File: src/logic/trr_pkg.sv
/*
  Package for the translation result register bank: access encodings,
  field positions, fixed field values and shared types.
  Assumes a single core clock and a core that decodes system-register
  instructions into op0/op1/CRn/CRm/op2 with a current privilege level.
*/
package trr_pkg;

  // ==========================================================
  // system-register encodings
  localparam logic [1:0] TRR_FAR_OP0 = 2'h3;
  localparam logic [2:0] TRR_FAR_OP1 = 3'h6;
  localparam logic [3:0] TRR_FAR_CRN = 4'h6;
  localparam logic [3:0] TRR_FAR_CRM = 4'h0;
  localparam logic [2:0] TRR_FAR_OP2 = 3'h5;

  // result register encoding (op0 3, op1 0, CRn 7, CRm 4, op2 0)
  localparam logic [1:0] TRR_PAR_OP0 = 2'h3;
  localparam logic [2:0] TRR_PAR_OP1 = 3'h0;
  localparam logic [3:0] TRR_PAR_CRN = 4'h7;
  localparam logic [3:0] TRR_PAR_CRM = 4'h4;
  localparam logic [2:0] TRR_PAR_OP2 = 3'h0;

  // privilege levels
  localparam logic [1:0] TRR_EL_MONITOR = 2'h3;

  // ==========================================================
  // field positions of the result register
  localparam int TRR_ATTR_LSB   = 56;
  localparam int TRR_OAHI_LSB   = 48;
  localparam int TRR_OA_LSB     = 12;
  localparam int TRR_EXT_BIT    = 11;
  localparam int TRR_IMP10_BIT  = 10;
  localparam int TRR_SPACE_BIT  = 9;
  localparam int TRR_WALK_BIT   = 8;
  localparam int TRR_SH_LSB     = 7;
  localparam int TRR_FST_LSB    = 1;
  localparam int TRR_FAIL_BIT   = 0;

  // shareability encodings
  localparam logic [1:0] TRR_SH_NON   = 2'h0;
  localparam logic [1:0] TRR_SH_RSVD  = 2'h1;
  localparam logic [1:0] TRR_SH_OUTER = 2'h2;
  localparam logic [1:0] TRR_SH_INNER = 2'h3;

  // physical address width default, below 48 masks upper output bits
  localparam int TRR_PA_BITS_DEF = 48;

  // ==========================================================
  // translation regimes reported by the walker
  typedef enum logic [1:0] {
    TRR_REG_NONSEC = 2'b00,
    TRR_REG_SECURE = 2'b01,
    TRR_REG_REALM  = 2'b10,
    TRR_REG_MON    = 2'b11
  } trr_regime_e;

  typedef enum logic [1:0] {
    TRR_ACC_IDLE = 2'b00,
    TRR_ACC_OK   = 2'b01,
    TRR_ACC_UNDEF = 2'b10
  } trr_acc_e;

  function automatic logic trr_is_far(input logic [1:0] o0,
                                      input logic [2:0] o1,
                                      input logic [3:0] cn,
                                      input logic [3:0] cm,
                                      input logic [2:0] o2);
    trr_is_far = (o0 == TRR_FAR_OP0) && (o1 == TRR_FAR_OP1) &&
                 (cn == TRR_FAR_CRN) && (cm == TRR_FAR_CRM) &&
                 (o2 == TRR_FAR_OP2);
  endfunction : trr_is_far

  function automatic logic trr_is_par(input logic [1:0] o0,
                                      input logic [2:0] o1,
                                      input logic [3:0] cn,
                                      input logic [3:0] cm,
                                      input logic [2:0] o2);
    trr_is_par = (o0 == TRR_PAR_OP0) && (o1 == TRR_PAR_OP1) &&
                 (cn == TRR_PAR_CRN) && (cm == TRR_PAR_CRM) &&
                 (o2 == TRR_PAR_OP2);
  endfunction : trr_is_par

endpackage : trr_pkg

File: src/logic/trr_res_if.sv
/*
  Interface carrying one formatted translation result from the
  formatter to the register bank.
  Assumes both ends run on the core clock.
*/
`timescale 1ns/100ps
interface trr_res_if;
  logic        valid;
  logic [63:0] value;
  modport src (output valid, output value);
  modport dst (input  valid, input  value);
endinterface : trr_res_if

File: src/logic/trr_format.sv
/*
  Combinational formatter: builds the success or fault layout of the
  result register from the walker's report.
  Assumes the walker holds its report stable while done_i is high.
*/
`timescale 1ns/100ps
module trr_format
  import trr_pkg::*;
#(
  parameter int PA_BITS = TRR_PA_BITS_DEF
) (
  input  wire logic        done_i,
  input  wire logic        fault_i,
  input  wire logic [51:12] oa_i,
  input  wire logic        lpa_en_i,
  input  wire logic        rme_en_i,
  input  wire logic [7:0]  attr_i,
  input  wire logic [1:0]  sh_i,
  input  wire logic        dev_or_nc_i,
  input  wire trr_regime_e regime_i,
  input  wire logic        ext_sec_i,
  input  wire logic        space_ns_i,
  input  wire logic        stage2_i,
  input  wire logic        walk_s2_i,
  input  wire logic [5:0]  fst_i,
  input  wire logic [15:0] impl_hi_i,
  trr_res_if.src           res
);

  // ==========================================================
  // output address mask for narrow physical address widths
  logic [51:12] oa_mask;
  always_comb begin
    for (int i = 12; i < 52; i++) begin
      oa_mask[i] = (i < PA_BITS) || (i >= 48);
    end
  end

  logic [63:0] v;
  logic [1:0]  sh;
  always_comb begin
    v  = 64'h0;
    sh = sh_i;
    if (!fault_i) begin
      // device or fully non-cacheable memory forces outer shareable
      if (dev_or_nc_i) begin
        sh = TRR_SH_OUTER;
      end else if (sh_i == TRR_SH_RSVD) begin
        sh = TRR_SH_OUTER;
      end
      // attributes arrive already resolved (effective values)
      v[TRR_ATTR_LSB +: 8] = attr_i;
      v[47:12] = oa_i[47:12] & oa_mask[47:12];
      if (lpa_en_i) begin
        v[51:48] = oa_i[51:48];
      end
      if (!rme_en_i) begin
        v[TRR_EXT_BIT] = 1'b1;
      end else if (regime_i == TRR_REG_MON) begin
        v[TRR_EXT_BIT] = ext_sec_i;
      end
      // unknown cases take the walker's value; it is architecturally free
      v[TRR_SPACE_BIT] = space_ns_i;
      v[TRR_SH_LSB +: 2] = sh;
      v[TRR_FAIL_BIT] = 1'b0;
    end else begin
      v[63:48] = impl_hi_i;
      v[TRR_EXT_BIT] = 1'b1;
      v[TRR_SPACE_BIT] = stage2_i;
      v[TRR_WALK_BIT] = walk_s2_i;
      v[TRR_FST_LSB +: 6] = fst_i;
      v[TRR_FAIL_BIT] = 1'b1;
    end
  end

  assign res.valid = done_i;
  assign res.value = v;

endmodule : trr_format

File: src/logic/trr_sysreg_dec.sv
/*
  Access decoder: classifies one system-register instruction as a
  translation result access, a fault address access, or undefined.
  Assumes the core presents the encoding while req_i is high.
*/
`timescale 1ns/100ps
module trr_sysreg_dec
  import trr_pkg::*;
(
  input  wire logic       req_i,
  input  wire logic [1:0] op0_i,
  input  wire logic [2:0] op1_i,
  input  wire logic [3:0] crn_i,
  input  wire logic [3:0] crm_i,
  input  wire logic [2:0] op2_i,
  input  wire logic [1:0] el_i,
  input  wire logic       rme_en_i,
  output logic            hit_par_o,
  output logic            hit_far_o,
  output logic            undef_o
);

  logic far_enc;
  logic par_enc;

  always_comb begin
    far_enc   = trr_is_far(op0_i, op1_i, crn_i, crm_i, op2_i);
    par_enc   = trr_is_par(op0_i, op1_i, crn_i, crm_i, op2_i);
    hit_par_o = req_i && par_enc;
    // below the monitor level, or without the feature, it is undefined
    hit_far_o = req_i && far_enc && rme_en_i &&
                (el_i == TRR_EL_MONITOR);
    undef_o   = req_i && far_enc && !hit_far_o;
  end

endmodule : trr_sysreg_dec

File: src/logic/trr_top.sv
/*
  Translation result register bank with monitor fault address register.
  Assumes one system-register request at a time, synchronous to clk_i.
*/
// How it works
// - fault address register decoded at op0 3, op1 6, CRn 6, CRm 0, op2 5.
// - fault address access below monitor level raises undefined instruction.
// - at monitor level with the feature, writes load and reads return all 64 bits.
// - success puts output address bits 47:12 in bits 47:12.
// - bits 51:48 carry upper address with large addresses, else zero.
// - bits 63:56 hold memory attributes of the applied stages.
// - attributes and shareability may be effective, not descriptor values.
// - shareability in bits 8:7, reserved value 01 never returned.
// - device or fully non-cacheable memory reports outer shareable 10.
// - bit 11 is extended security bit with feature, else one.
// - monitor-regime results encode address space in bits 11 and 9.
// - secure regime with level-2 enable: bit 9 picks intermediate space.
// - other secure cases: bit 9 reflects resulting space with table bits.
// - bit 9 unknown for non-secure and realm stage 1 results.
// - bit 0 clear on success, set selects fault layout.
// - fault layout: 63:48 implementation defined, 47:12 zero, 11 one.
// - fault layout bit 9 reports stage 1 or stage 2 abort.
// - software may write any value; no effect on operation.
// - output address bits 47:12 above physical width read as zero.
// - warm reset leaves result fields unknown; no initialisation needed; this bank clears all its registers to zero on reset.
// - fault layout bit 8 flags stage 2 fault during stage 1 walk.
// - fault layout bits 6:1 carry fault status code.
`timescale 1ns/100ps
module trr_top
  import trr_pkg::*;
#(
  parameter int PA_BITS = TRR_PA_BITS_DEF
) (
  input  wire logic        clk_i,
  input  wire logic        rst_i,
  input  wire logic        ce_i,
  // system-register instruction port
  input  wire logic        sr_req_i,
  input  wire logic        sr_write_i,
  input  wire logic [1:0]  sr_op0_i,
  input  wire logic [2:0]  sr_op1_i,
  input  wire logic [3:0]  sr_crn_i,
  input  wire logic [3:0]  sr_crm_i,
  input  wire logic [2:0]  sr_op2_i,
  input  wire logic [1:0]  sr_el_i,
  input  wire logic [63:0] sr_wdata_i,
  output logic             sr_ack_o,
  output logic             sr_undef_o,
  output logic [63:0]      sr_rdata_o,
  // feature configuration
  input  wire logic        rme_en_i,
  input  wire logic        lpa_en_i,
  // translation walker report
  input  wire logic        at_done_i,
  input  wire logic        at_fault_i,
  input  wire logic [51:12] at_oa_i,
  input  wire logic [7:0]  at_attr_i,
  input  wire logic [1:0]  at_sh_i,
  input  wire logic        at_dev_nc_i,
  input  wire trr_regime_e at_regime_i,
  input  wire logic        at_ext_sec_i,
  input  wire logic        at_space_ns_i,
  input  wire logic        at_stage2_i,
  input  wire logic        at_walk_s2_i,
  input  wire logic [5:0]  at_fst_i,
  input  wire logic [15:0] at_impl_hi_i,
  // fault address capture from the protection checker, and result register output
  input  wire logic        gpf_load_i,
  input  wire logic [63:0] gpf_addr_i,
  output logic [63:0]      result_o
);

  // ==========================================================
  // state
  typedef struct packed {
    logic [63:0] par;
    logic [63:0] far;
    logic [63:0] rdata;
    logic        ack;
    logic        undef;
    trr_acc_e    acc;
  } trr_state_s;

  trr_state_s st_r;
  trr_state_s st_nxt;

  trr_res_if res ();

  logic hit_par;
  logic hit_far;
  logic undef;

  trr_format #(
    .PA_BITS (PA_BITS)
  ) u_fmt (
    .done_i      (at_done_i),
    .fault_i     (at_fault_i),
    .oa_i        (at_oa_i),
    .lpa_en_i    (lpa_en_i),
    .rme_en_i    (rme_en_i),
    .attr_i      (at_attr_i),
    .sh_i        (at_sh_i),
    .dev_or_nc_i (at_dev_nc_i),
    .regime_i    (at_regime_i),
    .ext_sec_i   (at_ext_sec_i),
    .space_ns_i  (at_space_ns_i),
    .stage2_i    (at_stage2_i),
    .walk_s2_i   (at_walk_s2_i),
    .fst_i       (at_fst_i),
    .impl_hi_i   (at_impl_hi_i),
    .res         (res)
  );

  trr_sysreg_dec u_dec (
    .req_i     (sr_req_i),
    .op0_i     (sr_op0_i),
    .op1_i     (sr_op1_i),
    .crn_i     (sr_crn_i),
    .crm_i     (sr_crm_i),
    .op2_i     (sr_op2_i),
    .el_i      (sr_el_i),
    .rme_en_i  (rme_en_i),
    .hit_par_o (hit_par),
    .hit_far_o (hit_far),
    .undef_o   (undef)
  );

  // ==========================================================
  // next state
  always_comb begin
    st_nxt       = st_r;
    st_nxt.ack   = 1'b0;
    st_nxt.undef = 1'b0;
    st_nxt.acc   = TRR_ACC_IDLE;
    if (sr_req_i) begin
      st_nxt.ack   = 1'b1;
      st_nxt.rdata = 64'h0;
      if (undef) begin
        st_nxt.undef = 1'b1;
        st_nxt.acc   = TRR_ACC_UNDEF;
      end else if (hit_far) begin
        st_nxt.acc = TRR_ACC_OK;
        if (sr_write_i) begin
          st_nxt.far = sr_wdata_i;
        end else begin
          st_nxt.rdata = st_r.far;
        end
      end else if (hit_par) begin
        st_nxt.acc = TRR_ACC_OK;
        if (sr_write_i) begin
          // stored only; nothing else in the core reads it
          st_nxt.par = sr_wdata_i;
        end else begin
          st_nxt.rdata = st_r.par;
        end
      end
    end
    if (gpf_load_i && !(hit_far && sr_write_i)) begin
      st_nxt.far = gpf_addr_i;
    end
    // a completing translation wins over a software write in the same cycle
    if (res.valid) begin
      st_nxt.par = res.value;
    end
  end

  // ==========================================================
  // register; data fields are cleared for determinism though free
  always_ff @(posedge clk_i or posedge rst_i) begin
    if (rst_i) begin
      st_r <= '0;
    end else if (ce_i) begin
      st_r <= st_nxt;
    end
  end

  assign sr_ack_o   = st_r.ack;
  assign sr_undef_o = st_r.undef;
  assign sr_rdata_o = st_r.rdata;
  assign result_o   = st_r.par;
endmodule : trr_top

File: config.mk
export PLATFORM = sky130hd
export DESIGN_NAME = trr_top
export DESIGN_NICKNAME = d
export VERILOG_FILES = /design/src/logic/trr_pkg.sv /design/src/logic/trr_res_if.sv /design/src/logic/trr_format.sv /design/src/logic/trr_sysreg_dec.sv /design/src/logic/trr_top.sv
export SDC_FILE = /design/constraint.sdc
export NUM_CORES = 1
export LEC_CHECK = 0
export BUFFER_PORTS_ARGS = -buffer_cell sky130_fd_sc_hd__buf_2
export CAP_MARGIN = 20
export CORE_MARGIN = 1.5
export CORE_UTILIZATION = 50
export DETAILED_ROUTE_END_ITERATION = 8
export PLACE_DENSITY_LB_ADDON = 0.15
export RECOVER_POWER = 100
export SLEW_MARGIN = 20
export SYNTH_ARGS = -nofsm -noshare
export SYNTH_HDL_FRONTEND = slang
export SYNTH_SLANG_ARGS = --single-unit
File: constraint.sdc
create_clock -name clk_i -period 7.4 [get_ports clk_i]
set_input_delay 0.74 -clock clk_i [delete_from_list [all_inputs] [get_ports clk_i]]
set_output_delay 0.74 -clock clk_i [all_outputs]
set_load 0.005 [all_outputs]
## After elaboration in Yosys (flattened, before gate mapping)

Index checks and enable logic that the tools add are counted.
Widths: inputs -> output; s select.

- Equality and inequality tests: 12
- Muxes and demuxes: 30
- Reduce and logical (&&, ||, !) cells: 29

Operator list:

| kind | count |
|---|---|
| $mux 64 | 10 |
| $mux 196 | 1 |
| $mux 192 | 1 |
| $mux 36 | 1 |
| $logic_and 1x1->1 | 15 |
| $eq 4x3->1 const B | 3 |
| $mux 4 | 3 |
| $reduce_bool 2->1 | 6 |
| $mux 1 | 8 |
| $mux 2 | 4 |
| $mux 8 | 1 |
| $eq 2x2->1 const B | 3 |
| $eq 3x3->1 const B | 2 |
| $logic_not 3->1 | 2 |
| $mux 6 | 1 |
| $ne 2x2->1 const B | 3 |
| $reduce_and 6->1 | 1 |
| $reduce_and 5->1 | 1 |
| $logic_not 4->1 | 1 |
| $eq 2x1->1 const B | 1 |
| $logic_not 1->1 | 2 |
| $reduce_and 2->1 | 1 |

- Register bits: 194

## Longest topological paths before layout

- Depth in word-level cells: 13
- Gate-level depth with buffers: 8
- Mapped depth without buffers: 5

## Hierarchy

A second synthesis with hierarchy kept.

- Cells, all modules: 1199
- Area, all modules: 12321.8 µm²

By module, submodules not included:

| module | instances | cells each | area each (µm²) |
|---|---|---|---|
| trr_top | 1 | 1109 | 11663.7 |
| trr_format | 1 | 78 | 565.5 |
| trr_sysreg_dec | 1 | 12 | 92.6 |

## Worst setup path after synthesis

No wires, ideal clock.

- Kind: input-to-reg
- Start: input port sr_crn_i[3]
- End: register st_r (netlist bit result_o[12])
- Setup time: 0.124 ns
- Data arrival time: 2.059 ns
- Data required time: 7.276 ns
- Path slack: 5.217 ns
- Stages on the path: 6
- Path buffers: 2
- Path through: nand4bb_1 or3_1 o21ai_4 buf_4 buf_4 a21oi_1

- Word-level cells in the longest chain between the ends: 11
- Elaborated cells between the ends (all ways): 18
- Classes of those cells: eq/ne: 4; reduce/logical: 14

RTL lines:

| item | line | RTL |
|---|---|---|
| from (decl) | trr_top.sv:42 | `input wire logic [3:0] sr_crn_i,` |
| $eq 4x3->1 | trr_pkg.sv:70 | `(cn == TRR_FAR_CRN) && (cm == TRR_FAR_CRM) &&` |
| $logic_and 1x1->1 | trr_pkg.sv:69 | `trr_is_far = (o0 == TRR_FAR_OP0) && (o1 == TRR_FAR_OP1) &&` |
| $logic_and 1x1->1 (2 in a row) | trr_pkg.sv:70 |  |
| $logic_and 1x1->1 | trr_sysreg_dec.sv:31, trr_sysreg_dec.sv:33 |  |
| $logic_and 1x1->1 (2 in a row) | trr_sysreg_dec.sv:31 | `hit_far_o = req_i && far_enc && rme_en_i &&` |
| $logic_not 1->1 | trr_sysreg_dec.sv:33 | `undef_o = req_i && far_enc && !hit_far_o;` |
| $logic_and 1x1->1 | trr_sysreg_dec.sv:33 |  |
| $ne 2x2->1 (no source line) | - |  |
| $reduce_and 6->1 (no source line) (*) | - |  |
| to (signal assigned) | trr_top.sv:173 | `st_r <= st_nxt;` |
| to (decl) | trr_top.sv:84 | `trr_state_s st_r;` |

Mark *: on every way between the ends. The rest lies on a longest branch, timed or not.
A chain may end at the register's enable or synchronous reset.

## Final worst setup path

- Start: input port sr_crn_i[0]
- End: register st_r (netlist bit sr_rdata_o[4])

- Word-level cells in the longest chain between the ends: 10
- Elaborated cells between the ends (all ways): 17
- Classes of those cells: eq/ne: 2; mux: 3; reduce/logical: 12

RTL lines:

| item | line | RTL |
|---|---|---|
| $eq 4x3->1 | trr_pkg.sv:70 |  |
| $logic_and 1x1->1 | trr_pkg.sv:69 |  |
| $logic_and 1x1->1 (2 in a row) | trr_pkg.sv:70 |  |
| $logic_and 1x1->1 | trr_sysreg_dec.sv:31, trr_sysreg_dec.sv:33 |  |
| $logic_and 1x1->1 (2 in a row) | trr_sysreg_dec.sv:31 |  |
| $logic_not 1->1 | trr_sysreg_dec.sv:33 |  |
| $logic_and 1x1->1 | trr_sysreg_dec.sv:33 |  |
| $mux 192 (*) | trr_top.sv:138 | `if (undef) begin` |

Mark *: on every way between the ends. The rest lies on a longest branch, timed or not. The select of a mux whose other input is x is not followed.

==> impl_metrics.py <==
metrics = {
    "critical_path": {
        "crit_buf_inv": 3,
        "path_delay_family": "simple AND/OR/NAND/NOR gates",
        "crit_path_max_incr_delay_ps": 1370,
        "critPathKind": "input port to flop",
        "r2r_slack_ps": 6400,
        "critical_path_arrival_ps": 4970,
        "cp_num_cells": 7,
        "timing.critical_path.to": "sr_rdata_o[4]$_DFFE_PP0P_",
        "rr_worst_depth": 2,
        "worstPathCellList": "buf_2 > nor4bb_1 > and4_1 > and3_1 > clkbuf_1 > a222oi_1 > inv_1",
        "critPathRequiredTime_ps": 7760,
        "worstSetupEndpointType": "flop",
        "critPathLaunch": "sr_crn_i[0]",
        "crit_path_max_fanout": 33,
        "crit-reg2reg-launch": "sr_rdata_o[43]$_DFFE_PP0P_",
        "crit_path_top_delay_cell": "clkbuf_1",
        "r2r-end": "sr_rdata_o[43]$_DFFE_PP0P_",
        "start_kind": "input port",
    },
    "timing": {
        "rsz0062_at_grt": "false",
        "worst_pin_slew_ps": 4960,
        "fin_skew_ps": 7.91,
        "fin_crit_sh": 0.622,
        "slew_headroom": -2.32,
        "setup_viol": 0,
        "hold_viol": 0,
        "period_needed_ps": 4610,
        "whs_ps": 493,
        "timing.fmax_mhz": 217,
        "maxSlewViolCount": 209,
        "setup_tns_ps": 0,
    },
    "clock_network": {
        "cts_setup_buffers": 0,
        "cts_resized": 0,
        "clkSinkCount": 194,
        "numCtsBuffers": 17,
        "path_clk_slew_ps": 70,
        "tritoncts": "yes",
        "ctsLongestPathBuffers": 2,
        "cts_root_buf": "clkbuf_16",
        "hold_buffers": 0,
        "insertion_delay_ps": 430,
        "htree_levels": 4,
    },
    "grt": {
        "grt_pass1_vias": 8186,
        "grt_pass1_wl_um": 46400,
        "track_usage": 0.299,
        "antenna_found_initial": 1,
        "overflow": 0,
        "grt_max_degree": 113,
    },
    "final_layout": {
        "syn2layout_area_growth_pct": 15.2,
        "finalNetCount": 1472,
        "seq_area_um2": 4850,
        "finalNonFillerCells": 1513,
        "utilization": 0.595,
        "final_cell_mix": "buf_2 (283), dfrtp_1 (194), a21oi_1 (133)",
        "drive_above_1_share": 0.272,
        "fillCellCount": 1764,
        "layout_commonest_cell": "buf_2",
        "multi_input_area_um2": 3350,
    },
    "floorplanning": {
        "core_area_um2": 19000,
        "die_y_um": 143,
        "io_pins": 365,
        "row_count": 50,
        "start_util": 0.517,
        "die_area_um2": 20400,
        "die_w_um": 143,
    },
    "run_status": {
        "violations": "max-capacitance violations, max-slew violations",
        "outcome": "finished with violations",
    },
    "logic_synthesis": {
        "ys_ff_latch": 194,
        "netlist-cell-type-count": 38,
        "synth_top_area_cell": "dfrtp_1",
        "synth-warning-count": 0,
        "synthCells": 1050,
        "synth.area.top_cells": "dfrtp_1 (50%), buf_4 (10%), a21oi_1 (6.8%)",
        "ys_seq_area_frac": 0.496,
        "synth_fp_nets": 1285,
        "synth_area_per_cell_um2": 9.32,
        "synth_top_area_frac": 0.496,
        "syn-cell-area_um2": 9790,
    },
    "place": {
        "gp_congestion": 0.834,
        "hpwl_um": 20400,
        "portBuffers": 364,
        "dp_cells": 1477,
    },
    "power": {
        "power_density_nw_per_um2": 229,
        "peakVddDrop_uv": 160,
        "p_leak_nw": 5.77,
    },
    "flow_run": {
        "drv_cap": 4,
    },
    "drt": {
        "drc_errors": 0,
        "vias": 8783,
        "drt_iter0_drc": 897,
        "dr.pass1.iters": 9,
        "antenna_left": 0,
        "vias_per_cell": 5.81,
        "wl_per_cell_um": 20.5,
        "drt_wl_total_um": 31000,
    },
    "min_path": {
        "min-delay-path-class": "flop to flop",
    },
}
[registers in the layout, summed over array words and instances, names as in the netlist]
name	cells
result_o	64
sr_undef_o	1
sr_rdata_o	64
st_r	64
sr_ack_o	1
[cells in the mapped netlist]
cell type / n
dfrtp_1: 194
buf_4: 134
a21oi_1: 133
nor2_1: 129
nor3_1: 122
inv_1: 69
a222oi_1: 64
a22oi_1: 52
buf_2: 39
clkbuf_1: 36
nand2_1: 17
o22ai_1: 12
mux2i_1: 8
nand3_1: 5
a22o_1: 3
and3_1: 3
nor4bb_1: 3
o21ai_0: 3
a31oi_1: 2
and2_0: 2
and2_1: 2
nor2b_1: 2
a21boi_2: 1
a41o_1: 1
a41oi_2: 1
and2b_1: 1
and4_1: 1
buf_1: 1
inv_2: 1
mux2_2: 1
nand3_2: 1
nand4_1: 1
nand4bb_1: 1
nor4_2: 1
nor4_4: 1
o21ai_4: 1
o32ai_1: 1
or3_1: 1
[power breakdown]
group / internal [W] / total [W] / switching [W]
Sequential: 0.00115 / 0.00122 / 0.0000693
Combinational: 0.000145 / 0.000339 / 0.000195
Clock: 0.000608 / 0.00102 / 0.000417
Total: 0.00191 / 0.00259 / 0.000681
[worst min path at each step]
stage	start	end	slack, ps	cells after the start
3_3_place_gp	sr_rdata_o[24]$_DFFE_PP0P_	sr_rdata_o[24]$_DFFE_PP0P_	470	2
4_1_cts	sr_rdata_o[25]$_DFFE_PP0P_	sr_rdata_o[25]$_DFFE_PP0P_	490	2
5_1_grt	sr_rdata_o[8]$_DFFE_PP0P_	sr_rdata_o[8]$_DFFE_PP0P_	510	2
6_report	sr_rdata_o[15]$_DFFE_PP0P_	sr_rdata_o[15]$_DFFE_PP0P_	490	2
3_5_place_dp	sr_rdata_o[25]$_DFFE_PP0P_	sr_rdata_o[25]$_DFFE_PP0P_	470	2
2_1_floorplan	sr_rdata_o[0]$_DFFE_PP0P_	sr_rdata_o[0]$_DFFE_PP0P_	460	2
[through the flow]
| stage | worst slack [ps] | power, W | cell area [um^2] |
|---|---|---|---|
| floorplan | 1380 | 0.00147 | 9790 |
| global placement | 3630 | 0.00158 | 10700 |
| detailed placement | 3600 | 0.00159 | 10700 |
| CTS | 4060 | 0.00261 | 11400 |
| global route | 2560 | 0.00270 | 11300 |
| finish | 2790 | 0.00259 | 11300 |
[final cells by class]
type                            count  share of cell area
Tap cell                          260              0.0288
Sequential cell                   194               0.430
Antenna cell                        3            0.000665
Clock buffer                       18              0.0380
Inverter                           70              0.0234
Timing Repair Buffer              378               0.162
Clock inverter                     14              0.0202
Multi-Input combinational cell    576               0.297
[cell families (layout without fill, tap and decap cells)]
kind of cell | Yosys count | after routing | share of synthesized area
and+or+nand+nor | 293 | 293 | 0.138
buffers and inverters | 280 | 480 | 0.164
AOI/OAI and AO/OA | 274 | 274 | 0.193
DFF | 194 | 194 | 0.496
muxes | 9 | 9 | 0.00933
other | 0 | 3 | 0
[per-layer routing]
layer	global-route usage	vias to the layer above	share of wire
li1	-	4002	-
met5	0	-	0
met3	0.0637	53	0.088
met2	0.482	469	0.48
met1	0.399	4259	0.40
met4	0.109	0	0.027
[worst register-to-register path, cell delays in order (launching register included)]
cell and delay, ps:
dfrtp_1 410, a222oi_1 390, inv_1 80
Power figures use the tool's default switching activity.
